**config.mk**
```make
export PLATFORM = sky130hd
export DESIGN_NAME = sbg_core
export DESIGN_NICKNAME = d
export VERILOG_FILES = /design/src/core/sbg_pkg.sv /design/src/core/sbg_core.sv
export SDC_FILE = /design/constraint.sdc
export NUM_CORES = 1
export LEC_CHECK = 0
export ABC_CLOCK_PERIOD_IN_PS = 2090
export BUFFER_PORTS_ARGS = -buffer_cell sky130_fd_sc_hd__buf_2
export CAP_MARGIN = 40
export CORE_MARGIN = 2
export CORE_UTILIZATION = 50
export DETAILED_ROUTE_END_ITERATION = 10
export HOLD_SLACK_MARGIN = 0.06
export PLACE_DENSITY = 0.75
export SYNTH_ARGS = -nofsm -noshare
export SYNTH_HDL_FRONTEND = slang
export SYNTH_SLANG_ARGS = --single-unit
export TNS_END_PERCENT = 100
```
**constraint.sdc**
```tcl
create_clock -name clk_sys -period 2.09 [get_ports clk_sys]
set_input_delay 0.209 -clock clk_sys [delete_from_list [all_inputs] [get_ports clk_sys]]
set_output_delay 0.209 -clock clk_sys [all_outputs]
set_load 0.03 [all_outputs]
```
**src/core/sbg_pkg.sv**
```systemverilog
package sbg_pkg;

  // ***************************************************************
  // Register map, one aligned 32-bit word each.
  // ***************************************************************
  localparam logic [11:0] ADDR_TRANSMIT_STATUS_CONTROL = 12'h000;
  localparam logic [11:0] ADDR_RECEIVE_STATUS_CONTROL  = 12'h004;
  localparam logic [11:0] ADDR_BAUD_RATE_DIVISOR       = 12'h008;
  localparam logic [11:0] ADDR_TRANSMIT_DATA           = 12'h00C;
  localparam logic [11:0] ADDR_RECEIVE_DATA            = 12'h010;

  // ***************************************************************
  // Field positions.
  // ***************************************************************
  localparam int TX_CLOCK_SOURCE_SELECT = 7;
  localparam int TX_TRANSMIT_ENABLE     = 5;
  localparam int TX_SYNC_MODE_SELECT    = 4;
  localparam int TX_HIGH_SPEED_SELECT   = 2;
  localparam int TX_SHIFT_EMPTY         = 1;
  localparam int RC_PORT_ENABLE         = 7;
  localparam int RC_SINGLE_RECEIVE      = 5;
  localparam int RC_CONTINUOUS_RECEIVE  = 4;

  // ***************************************************************
  // Reset values and write masks.
  // ***************************************************************
  localparam logic [7:0] TRANSMIT_STATUS_RESET = 8'h02;
  localparam logic [7:0] TRANSMIT_STATUS_WMASK = 8'hF5;
  localparam logic [7:0] RECEIVE_STATUS_RESET  = 8'h00;
  localparam logic [7:0] RECEIVE_STATUS_WMASK  = 8'hF0;
  localparam logic [7:0] DIVISOR_RESET         = 8'h00;

  // ***************************************************************
  // Prescale counts per baud timer step, less one (rate = clk / ((pre+1)*(n+1))).
  // ***************************************************************
  localparam logic [5:0] PRE_ASYNC_LOW  = 6'd63;
  localparam logic [5:0] PRE_ASYNC_HIGH = 6'd15;
  localparam logic [5:0] PRE_SYNC       = 6'd3;
  localparam logic [3:0] CHAR_BITS      = 4'd8;

  // Bus request bundle.
  typedef struct packed {
    logic        write;
    logic [11:0] addr;
    logic [31:0] wdata;
  } sbg_req_t;

  typedef enum logic [1:0] {
    SBG_IDLE,
    SBG_LEAD,
    SBG_TRAIL
  } sbg_state_t;

endpackage : sbg_pkg

```
**src/core/sbg_core.sv**
```systemverilog
// Behaviour
// - One 8-bit baud rate timer serves both asynchronous and synchronous operation.
// - The timer runs freely with its period set by baud_divisor.
// - Asynchronous rate is clock/(64(n+1)), or clock/(16(n+1)) with high_speed_select.
// - Synchronous rate is clock/(4(n+1)) and high_speed_select is ignored.
// - Any write to baud_divisor clears the timer at once.
// - As synchronous master the device makes the rate and drives the shift clock.
// - As synchronous slave the device shifts on the clock supplied by the master.
// - The synchronous link has just one bidirectional data line and one clock line.
// - Synchronous operation is half-duplex: transmit or receive, never both.
// - Synchronous mode may be set up as clock master or clock slave.
// - Synchronous characters carry data bits only, no start or stop bits.
// - sync_mode_select set means synchronous operation, clear means asynchronous.
// - clock_source_select set in synchronous mode makes the device the clock master.
// - The master gives exactly one shift clock cycle per data bit and no more.
`timescale 1ns/1ps
`default_nettype none
module sbg_core (
  // Clock and reset.
  input  wire logic        clk_sys,
  input  wire logic        reset,
  // APB slave.
  input  wire logic        psel,
  input  wire logic        penable,
  input  wire logic        pwrite,
  input  wire logic [11:0] paddr,
  input  wire logic [31:0] pwdata,
  output logic      [31:0] prdata,
  output logic             pready,
  output logic             pslverr,
  // Baud tick for the rest of the serial port.
  output logic             rate_tick,
  // Shift clock line, three signals.
  input  wire logic        sck_in,
  output logic             sck_out,
  output logic             sck_oe,
  // Data line, three signals.
  input  wire logic        sdata_in,
  output logic             sdata_out,
  output logic             sdata_oe
);

  // ***************************************************************
  // Registers and state.
  // ***************************************************************
  sbg_pkg::sbg_req_t   req;
  logic                access;
  logic [7:0]          transmit_status_control;
  logic [7:0]          receive_status_control;
  logic                port_enable;
  logic                tx_enable;
  logic                shift_empty;
  logic [7:0]          baud_divisor;
  logic [7:0]          tx_data;
  logic [7:0]          rx_data;
  logic                tx_pending;
  logic [5:0]          pre_count;
  logic [5:0]          pre_limit;
  logic                pre_done;
  logic [7:0]          baud_count;
  logic                tick;
  logic                divisor_write;
  logic                sync_mode;
  logic                master;
  logic                receiving;
  sbg_pkg::sbg_state_t state;
  logic [3:0]          bit_count;
  logic [7:0]          shifter;
  logic                sck_prev;
  logic                sck_rise;
  logic                sck_fall;
  logic                frame_done;

  assign req.write = pwrite;
  assign req.addr  = paddr;
  assign req.wdata = pwdata;

  // A transfer is taken in its access phase; the slave answers with no wait state.
  assign access        = psel & penable;
  assign divisor_write = access & req.write & (req.addr == sbg_pkg::ADDR_BAUD_RATE_DIVISOR);

  assign sync_mode   = transmit_status_control[sbg_pkg::TX_SYNC_MODE_SELECT];
  assign master      = sync_mode
                     & transmit_status_control[sbg_pkg::TX_CLOCK_SOURCE_SELECT];
  assign tx_enable   = transmit_status_control[sbg_pkg::TX_TRANSMIT_ENABLE];
  assign port_enable = receive_status_control[sbg_pkg::RC_PORT_ENABLE];
  // Either receive enable turns the shared data line round to input.
  assign receiving   = receive_status_control[sbg_pkg::RC_SINGLE_RECEIVE]
                     | receive_status_control[sbg_pkg::RC_CONTINUOUS_RECEIVE];
  // The shift path is empty when nothing is queued and no character is on the line.
  assign shift_empty = ~tx_pending & (state == sbg_pkg::SBG_IDLE);

  // ***************************************************************
  // Baud rate timer.
  // ***************************************************************

  // Prescaler choice; high_speed_select only matters outside synchronous mode.
  always_comb
  begin
    if (sync_mode)
      pre_limit = sbg_pkg::PRE_SYNC;
    else if (transmit_status_control[sbg_pkg::TX_HIGH_SPEED_SELECT])
      pre_limit = sbg_pkg::PRE_ASYNC_HIGH;
    else
      pre_limit = sbg_pkg::PRE_ASYNC_LOW;
  end

  assign pre_done = (pre_count == pre_limit);
  assign tick     = pre_done & (baud_count == baud_divisor);

  // Prescaler; cleared with the timer so a new divisor starts a clean period.
  // A mode change alone does not clear it: a count already past the new limit wraps once,
  // so software should rewrite the divisor after changing mode to get a clean first period.
  always_ff @(posedge clk_sys)
  begin
    if (reset || divisor_write || pre_done)
      pre_count <= 6'd0;
    else
      pre_count <= pre_count + 6'd1;
  end

  // The one shared 8-bit timer, free running and reloading after each tick.
  always_ff @(posedge clk_sys)
  begin
    if (reset || divisor_write)
      baud_count <= 8'd0;
    else if (tick)
      baud_count <= 8'd0;
    else if (pre_done)
      baud_count <= baud_count + 8'd1;
  end

  always_ff @(posedge clk_sys)
  begin
    if (reset)
      rate_tick <= 1'b0;
    else
      rate_tick <= tick;
  end

  // ***************************************************************
  // Register file.
  // ***************************************************************

  // Transmit control; the shift-empty status bit is owned by the link logic, never by writes.
  always_ff @(posedge clk_sys)
  begin
    if (reset)
      transmit_status_control <= sbg_pkg::TRANSMIT_STATUS_RESET;
    else if (access && req.write && req.addr == sbg_pkg::ADDR_TRANSMIT_STATUS_CONTROL)
      transmit_status_control <= (req.wdata[7:0] & sbg_pkg::TRANSMIT_STATUS_WMASK)
                               | {6'h00, shift_empty, 1'b0};
    else
      transmit_status_control[sbg_pkg::TX_SHIFT_EMPTY] <= shift_empty;
  end

  // Receive control; single receive ends by itself after one character unless continuous.
  // A write in the same cycle wins, since software is then restarting the receiver.
  always_ff @(posedge clk_sys)
  begin
    if (reset)
      receive_status_control <= sbg_pkg::RECEIVE_STATUS_RESET;
    else if (access && req.write && req.addr == sbg_pkg::ADDR_RECEIVE_STATUS_CONTROL)
      receive_status_control <= req.wdata[7:0] & sbg_pkg::RECEIVE_STATUS_WMASK;
    else if (frame_done && !receive_status_control[sbg_pkg::RC_CONTINUOUS_RECEIVE])
      receive_status_control[sbg_pkg::RC_SINGLE_RECEIVE] <= 1'b0;
  end

  // Divisor; the same write also restarts the timer and the prescaler.
  always_ff @(posedge clk_sys)
  begin
    if (reset)
      baud_divisor <= sbg_pkg::DIVISOR_RESET;
    else if (divisor_write)
      baud_divisor <= req.wdata[7:0];
  end

  // Read mux and answer; unmapped addresses answer with an error and zero data.
  always_ff @(posedge clk_sys)
  begin
    if (reset)
    begin
      prdata  <= 32'h0000_0000;
      pready  <= 1'b0;
      pslverr <= 1'b0;
    end
    else
    begin
      pready  <= psel & ~penable;
      pslverr <= 1'b0;
      prdata  <= 32'h0000_0000;
      if (psel && !penable)
      begin
        case (req.addr)
          sbg_pkg::ADDR_TRANSMIT_STATUS_CONTROL: prdata <= {24'h00_0000, transmit_status_control};
          sbg_pkg::ADDR_RECEIVE_STATUS_CONTROL:  prdata <= {24'h00_0000, receive_status_control};
          sbg_pkg::ADDR_BAUD_RATE_DIVISOR:       prdata <= {24'h00_0000, baud_divisor};
          sbg_pkg::ADDR_TRANSMIT_DATA:           prdata <= {24'h00_0000, tx_data};
          sbg_pkg::ADDR_RECEIVE_DATA:            prdata <= {24'h00_0000, rx_data};
          default:                               pslverr <= 1'b1;
        endcase
      end
    end
  end

  // ***************************************************************
  // Synchronous link.
  // ***************************************************************

  // Slave edges come from the master's clock line, sampled as a plain input.
  assign sck_rise = ~sck_prev & sck_in;
  assign sck_fall = sck_prev & ~sck_in;

  always_ff @(posedge clk_sys)
  begin
    if (reset)
      sck_prev <= 1'b0;
    else
      sck_prev <= sck_in;
  end

  // Transmit holding register; a write queues one character.
  always_ff @(posedge clk_sys)
  begin
    if (reset)
    begin
      tx_data    <= 8'h00;
      tx_pending <= 1'b0;
    end
    else if (access && req.write && req.addr == sbg_pkg::ADDR_TRANSMIT_DATA)
    begin
      tx_data    <= req.wdata[7:0];
      tx_pending <= 1'b1;
    end
    else if (state == sbg_pkg::SBG_IDLE && tx_pending && sync_mode
             && port_enable && !receiving && tx_enable && !frame_done)
      tx_pending <= 1'b0;
  end

  // Character framer: eight data bits, no start or stop bits.
  // Master half-periods are baud ticks; slave edges are the master's clock.
  always_ff @(posedge clk_sys)
  begin
    if (reset || !sync_mode || !port_enable)
    begin
      state      <= sbg_pkg::SBG_IDLE;
      bit_count  <= 4'd0;
      shifter    <= 8'h00;
      frame_done <= 1'b0;
      rx_data    <= 8'h00;
    end
    else
    begin
      frame_done <= 1'b0;
      case (state)
        sbg_pkg::SBG_IDLE:
        begin
          bit_count <= 4'd0;
          // One idle cycle after a character lets single receive clear before any restart,
          // otherwise a stale enable would start a second, unwanted run of clocks.
          if (frame_done)
            state <= sbg_pkg::SBG_IDLE;
          else if (receiving)
            state <= sbg_pkg::SBG_LEAD;
          else if (tx_pending && tx_enable)
          begin
            shifter <= tx_data;
            state   <= sbg_pkg::SBG_LEAD;
          end
        end
        sbg_pkg::SBG_LEAD:
          // Leading edge: data holds here; it is sampled and the next bit shifted out at the trailing edge.
          if (master ? tick : sck_rise)
            state <= sbg_pkg::SBG_TRAIL;
        sbg_pkg::SBG_TRAIL:
          if (master ? tick : sck_fall)
          begin
            shifter   <= {sdata_in, shifter[7:1]};
            bit_count <= bit_count + 4'd1;
            if (bit_count == sbg_pkg::CHAR_BITS - 4'd1)
            begin
              state      <= sbg_pkg::SBG_IDLE;
              frame_done <= 1'b1;
              if (receiving)
                rx_data <= {sdata_in, shifter[7:1]};
            end
            else
              state <= sbg_pkg::SBG_LEAD;
          end
        default:
          state <= sbg_pkg::SBG_IDLE;
      endcase
    end
  end

  // Clock pin; driven only as master of an enabled port.
  // The level is gated by the enable as well, so a port switched off mid-bit never
  // leaves a high clock level without a driver behind it.
  always_ff @(posedge clk_sys)
  begin
    if (reset)
    begin
      sck_out <= 1'b0;
      sck_oe  <= 1'b0;
    end
    else
    begin
      sck_oe  <= master & port_enable;
      sck_out <= master & port_enable & (state == sbg_pkg::SBG_TRAIL);
    end
  end

  // Data pin; driven whenever the port is enabled in synchronous mode, released whenever a receive enable is set.
  always_ff @(posedge clk_sys)
  begin
    if (reset)
    begin
      sdata_out <= 1'b0;
      sdata_oe  <= 1'b0;
    end
    else
    begin
      sdata_oe  <= sync_mode & port_enable & ~receiving;
      sdata_out <= shifter[0];
    end
  end

endmodule : sbg_core
`default_nettype wire

```
-- Word level (Yosys, flattened, before mapping)
Index checks and enable logic that the tools add are counted.
- bits in latches: 0
- output and inout port bits: 39
- word-level logic and storage cells: 126
- memory bits (read-only): 0
- bits of input ports: 51
- memories: 0
- flip-flop bits (word level): 106
- memory bits (writable): 0
- reduce and logical (&&, ||, !) cells: 36
- divide/modulo/power cells: 0
- bitwise operators: 23
- shifts and indexed selects: 0
- eq/ne operators: 15
- $add $sub $neg: 3
- $mul: 0
- multiplexer cells: 26
- order comparisons: 0
- operators by type and width (cell ; count):
    case mux 8 bit (5 select lines) ; 1
    two-way mux 8 bit ; 4
    equality test 12 x 4 -> 1 bit, second input constant ; 2
    case mux 8 bit (2 select lines) ; 1
    AND 1 bit ; 13
    logical AND 1 bit ; 13
    equality test 12 x 3 -> 1 bit, second input constant ; 1
    equality test 12 x 5 -> 1 bit, second input constant ; 1
    zero test 12 bit ; 1
    two-way mux 6 bit ; 2
    two-way mux 1 bit ; 10
    two-way mux 2 bit ; 5
    adder 8 x 1 -> 8 bit, second input constant ; 1
    equality test 8 bit ; 1
    inequality test 2 bit, second input constant ; 4
    NOT 1 bit ; 8
    OR 8 x 2 -> 8 bit ; 1
    case mux 4 bit (2 select lines) ; 1
    adder 6 x 1 -> 6 bit, second input constant ; 1
    equality test 6 bit ; 1
    zero test 1 bit ; 6
    case mux 2 bit (3 select lines) ; 1
    nonzero test 2 bit ; 3
    AND reduction 5 bit ; 1
    16 further kinds ; 20

-- Longest topological paths before layout
- depth after elaboration: 9
- depth in mapped cells: 8
- depth with buffers taken out: 6

-- Worst setup path after synthesis
No wires, ideal clock.
- path kind: reg-to-reg
- start: register transmit_status_control[4]
- end: register state[0]
- buffers on the path: 1
- cell stages (with the launch flop): 8
- clock period less this slack: 1700 ps
- path slack: 390 ps
- arrival: 1597 ps
- data required time: 1987 ps
- library setup time: 103 ps
- cell sequence: dfxtp_1 -> buf_4 -> nor2_2 -> and3_4 -> o221a_4 -> and3_1 -> o22a_1 -> a2111oi_2
- word-level cells in the longest chain between the ends: 6
- elaborated cells on any way between the ends: 12
- classes of those cells: eq/ne (3); mux (3); bitwise (2); reduce/logical (4)
- ends and longest elaborated chain (element ; line ; source):
    start: declaration ; sbg_core.sv:48 ; logic [7:0] transmit_status_control;
    start signal: assignment ; sbg_core.sv:149 ; transmit_status_control <= sbg_pkg::TRANSMIT_STATUS_RESET;
    start signal: assignment ; sbg_core.sv:151 ; transmit_status_control <= (req.wdata[7:0] & sbg_pkg::TRANSMIT_STATUS_WMASK)
    start signal: indexed assignment ; sbg_core.sv:154 ; transmit_status_control[sbg_pkg::TX_SHIFT_EMPTY] <= shift_empty;
    two-way mux 6 bit ; sbg_core.sv:100 ; if (sync_mode)
    equality test 6 bit ; sbg_core.sv:108 ; assign pre_done = (pre_count == pre_limit);
    AND 1 bit ; sbg_core.sv:109 ; assign tick = pre_done & (baud_count == baud_divisor);
    two-way mux 1 bit (on tied branches) ; sbg_core.sv:276, sbg_core.sv:273 ;
    inequality test 2 bit (no source line) ; - ;
    AND reduction 3 bit (no source line) ; - ;
    end signal: assignment ; sbg_core.sv:274 ; state <= sbg_pkg::SBG_TRAIL;
    end signal: assignment ; sbg_core.sv:282 ; state <= sbg_pkg::SBG_IDLE;
    end signal: assignment ; sbg_core.sv:288 ; state <= sbg_pkg::SBG_LEAD;
    end: declaration ; sbg_core.sv:66 ; sbg_pkg::sbg_state_t state;
Several ways; a longest one is shown, not always the timed one.
A chain may end at the register's enable or synchronous reset.

-- Final worst setup path
- start: register transmit_status_control[2]
- end: register state[0]
- word-level cells in the longest chain between the ends: 7
- elaborated cells on any way between the ends: 9
- classes of those cells: eq/ne (3); mux (4); bitwise (1); reduce/logical (1)
- ends and longest elaborated chain (element ; line ; source):
    two-way mux 6 bit * ; sbg_core.sv:102 ; else if (transmit_status_control[sbg_pkg::TX_HIGH_SPEED_SELECT])
    two-way mux 6 bit * ; sbg_core.sv:100 ;
    equality test 6 bit * ; sbg_core.sv:108 ;
    AND 1 bit * ; sbg_core.sv:109 ;
    two-way mux 1 bit (on tied branches) ; sbg_core.sv:276, sbg_core.sv:273 ;
    inequality test 2 bit (no source line) ; - ;
    AND reduction 3 bit (no source line) * ; - ;
Every way passes the cells marked *; elsewhere a longest branch is shown, timed or not.

==> flow_summary.ini <==
[critical_path]
critical_path_class = reg -> reg
crit_path_max_fanout = 13
critPathArrivalTime_ns = 2.20
cp-start-kind = register
crit_path_end_kind = register
critPathRequiredTime_ns = 2.35

[cts]
cts_root_buf = sky130_fd_sc_hd__clkbuf_8
tritoncts_clock_tree = yes
cts_max_level = 3
cts.repair_timing.setup_buffer_count = 0
clk_latency_ns = 0.35
cts.sink_count = 81
clock_pin_slew_on_the_worst_setup_and_hold_paths_ns = 0.08
clock_path_buffers = 2
tritoncts.num_buffers = 9

[sta]
setup_viol = 0
skew_ns = 0.00777
maxClockFrequency_mhz = 515
finalCriticalPeriod_ns = 1.94
timing.final.max_slew_violations = 0
hold_violations = 0
timing.final.crit_share = 0.929
rsz0062_at_grt = false
final.setup.tns_ns = 0

[logic_synthesis]
yosysWarningCount = 0
dominant_cell_by_count_in_the_synthesized_netlist = sky130_fd_sc_hd__dfxtp_1
avgSynthCellArea_um2 = 9.15
synth_enable_flop_cells = 0
ys_seq_area_frac = 0.428
synth_top_cells_by_area = sky130_fd_sc_hd__dfxtp_1 43%, sky130_fd_sc_hd__mux2i_1 9.2%, sky130_fd_sc_hd__buf_4 5.5%, sky130_fd_sc_hd__nor2_1 4.9%, sky130_fd_sc_hd__a21oi_1 3.6%
yosys_register_bits = 81
synthFlopType = sky130_fd_sc_hd__dfxtp_1
synthesis.instances = 414
synth.top_cell.area_share = 0.428
synth.largest_area_cell = sky130_fd_sc_hd__dfxtp_1
async_flop_share = 0
synthDistinctLibCells = 51
ranking_of_synthesized_cells_by_instance_count = 81 x sky130_fd_sc_hd__dfxtp_1, 49 x sky130_fd_sc_hd__nor2_1, 35 x sky130_fd_sc_hd__mux2i_1
netlist_area_mm2 = 0.00379

[cells_and_area]
layout.nets = 518
antennaDiodeCount = 0
share_of_layout_cells_above_drive_strength_1 = 0.209
syn_to_final_growth_pct = 12.8
finalNonFillerCells = 568

[power_and_ir_drop]
post-layout-total-power_mw = 2.85
p_leak_nw = 1.56
peakVddDrop_mv = 0.460
power_per_cell_area_mw_per_mm2 = 667

[min_path]
hp-class = in -> reg

[placement]
buffer_ports.inserted = 41
dp.cells = 551
dp_hpwl_um = 6040
place_congestion = 0.835

[global_routing]
overflow_after_grt = 0
antenna_found_initial = 0
global_route.usage.met3 = 0.0440
gr-usage-all-layers = 0.208
wire_length_of_the_first_global_routing_pass_um = 13800
use_met1 = 0.266
grt.met2_usage = 0.349
pin_count_of_the_biggest_net_entering_global_routing = 22
grt_pass1_vias = 2870
gr-max-usage-layer = met2

[detailed_routing]
drc = 0
dr_total_vias = 3082
drtIter0Drc = 194
detail_route.vias_per_cell = 5.43
detail_route.first_pass.iterations = 5
drt.antenna.violating_nets = 0
wl_per_cell_um = 14.8
postRouteWirelength_um = 8430

[floorplan]
floorplan.initialDensity = 0.520
floorplan.die.height_um = 91.1
pin_count = 90
die_area_mm2 = 0.00829
die_w_um = 91.1
core-area_mm2 = 0.00729
placement_row_count = 31

[flow_run]
drv.max_cap_violation_count = 0

[outcome]
status = completed
-- routing by layer --
metal	vias up	share of wire
met5	-	0
met4	0	0.015
met3	14	0.053
met2	95	0.49
met1	1458	0.44
li1	1515	-
-- metrics by stage --
step                 util  setup slack (ns)  cell area (um^2)  hold slack (ns)
floorplan               -             0.390              3880            0.305
global placement    0.556             0.155              4060            0.410
detailed placement  0.556             0.115              4060            0.415
CTS                 0.585            0.0924              4270            0.106
global route        0.586            0.0163              4270            0.103
finish              0.586             0.149              4270            0.108
-- cell usage in the layout, fill, tap and decap left out, drive strengths merged, types with 2 or more instances in the layout --
cell type,count
dfxtp,81
buf,62
nor2,55
mux2i,35
a21oi,28
conb,24
nand3,22
nand2,16
o21ai,12
clkbuf,12
xnor2,10
a22oi,10
a21o,9
nand4,9
nor2b,8
xor2,8
nor3,7
and3,6
a222oi,5
and2,4
inv,4
a31oi,4
or2,4
nor4,4
or3,3
ha,3
clkinv,3
nor3b,3
and4,2
nand3b,2
nand4b,2
-- worst max-delay path: stages, from the launching register on --
cell and delay, ns:
sky130_fd_sc_hd__dfxtp_1 0.41, sky130_fd_sc_hd__nor2_2 0.07, sky130_fd_sc_hd__and3_4 0.18, sky130_fd_sc_hd__o221a_4 0.27, sky130_fd_sc_hd__buf_4 0.19, sky130_fd_sc_hd__and3_1 0.19
sky130_fd_sc_hd__o22a_1 0.22, sky130_fd_sc_hd__a2111oi_2 0.31
-- path summary, 6_finish.rpt --
path                                                               from                       to  slack [ns]  cells after the start
worst min-delay path                                             sck_in      sck_prev$_SDFF_PP0_        0.11                      2
worst min register to register                  shifter[0]$_SDFFE_PP0P_  shifter[0]$_SDFFE_PP0P_        0.47                      2
worst max register to register  transmit_status_control[2]$_SDFFE_PP0P_    state[0]$_SDFFE_PP0P_        0.15                      7
worst max-delay path            transmit_status_control[2]$_SDFFE_PP0P_    state[0]$_SDFFE_PP0P_        0.15                      7
-- layout make-up --
cell class              instances  area (um^2)
clock buffers                  12          145
inverters                       4         15.0
well taps                      99          124
multi-input cells             305         1940
clock inverters                 4         52.6
repair buffers                 63          373
fillers                       666         3020
flip-flops and latches         81         1620
-- registers in the layout, indices dropped and copies added, names as in the netlist, 6 cells and up --
name and count:
baud_count 8, baud_divisor 8, prdata 8, rx_data 8, shifter 8, tx_data 8
transmit_status_control 7, pre_count 6
-- cell families (layout without fill, tap and decap cells) --
group | count (synthesis) | after routing | share of synthesized area
DFF | 81 | 81 | 0.428
other | 1 | 24 | 0.000989
AOI/OAI and AO/OA | 76 | 76 | 0.133
muxes | 35 | 35 | 0.0924
buffers and inverters | 51 | 83 | 0.0845
adders and majority gates | 3 | 3 | 0.00991
and+or+nand+nor | 149 | 149 | 0.209
xor gates and xnor gates | 18 | 18 | 0.0416
-- power by group --
part	switching, mW	internal (mW)	leakage [nW]
clock	0.558	0.588	0.101
sequential	0.00589	1.55	0.654
combinational	0.112	0.0355	0.802
-- what timing repair did --
action / CTS / global route
gates resized for setup: 0 / 3
hold endpoints to repair: 1 / 0
setup endpoints to repair: 0 / 4
hold buffers: 1 / 0
Note: power is estimated with default switching activity, not from simulation.
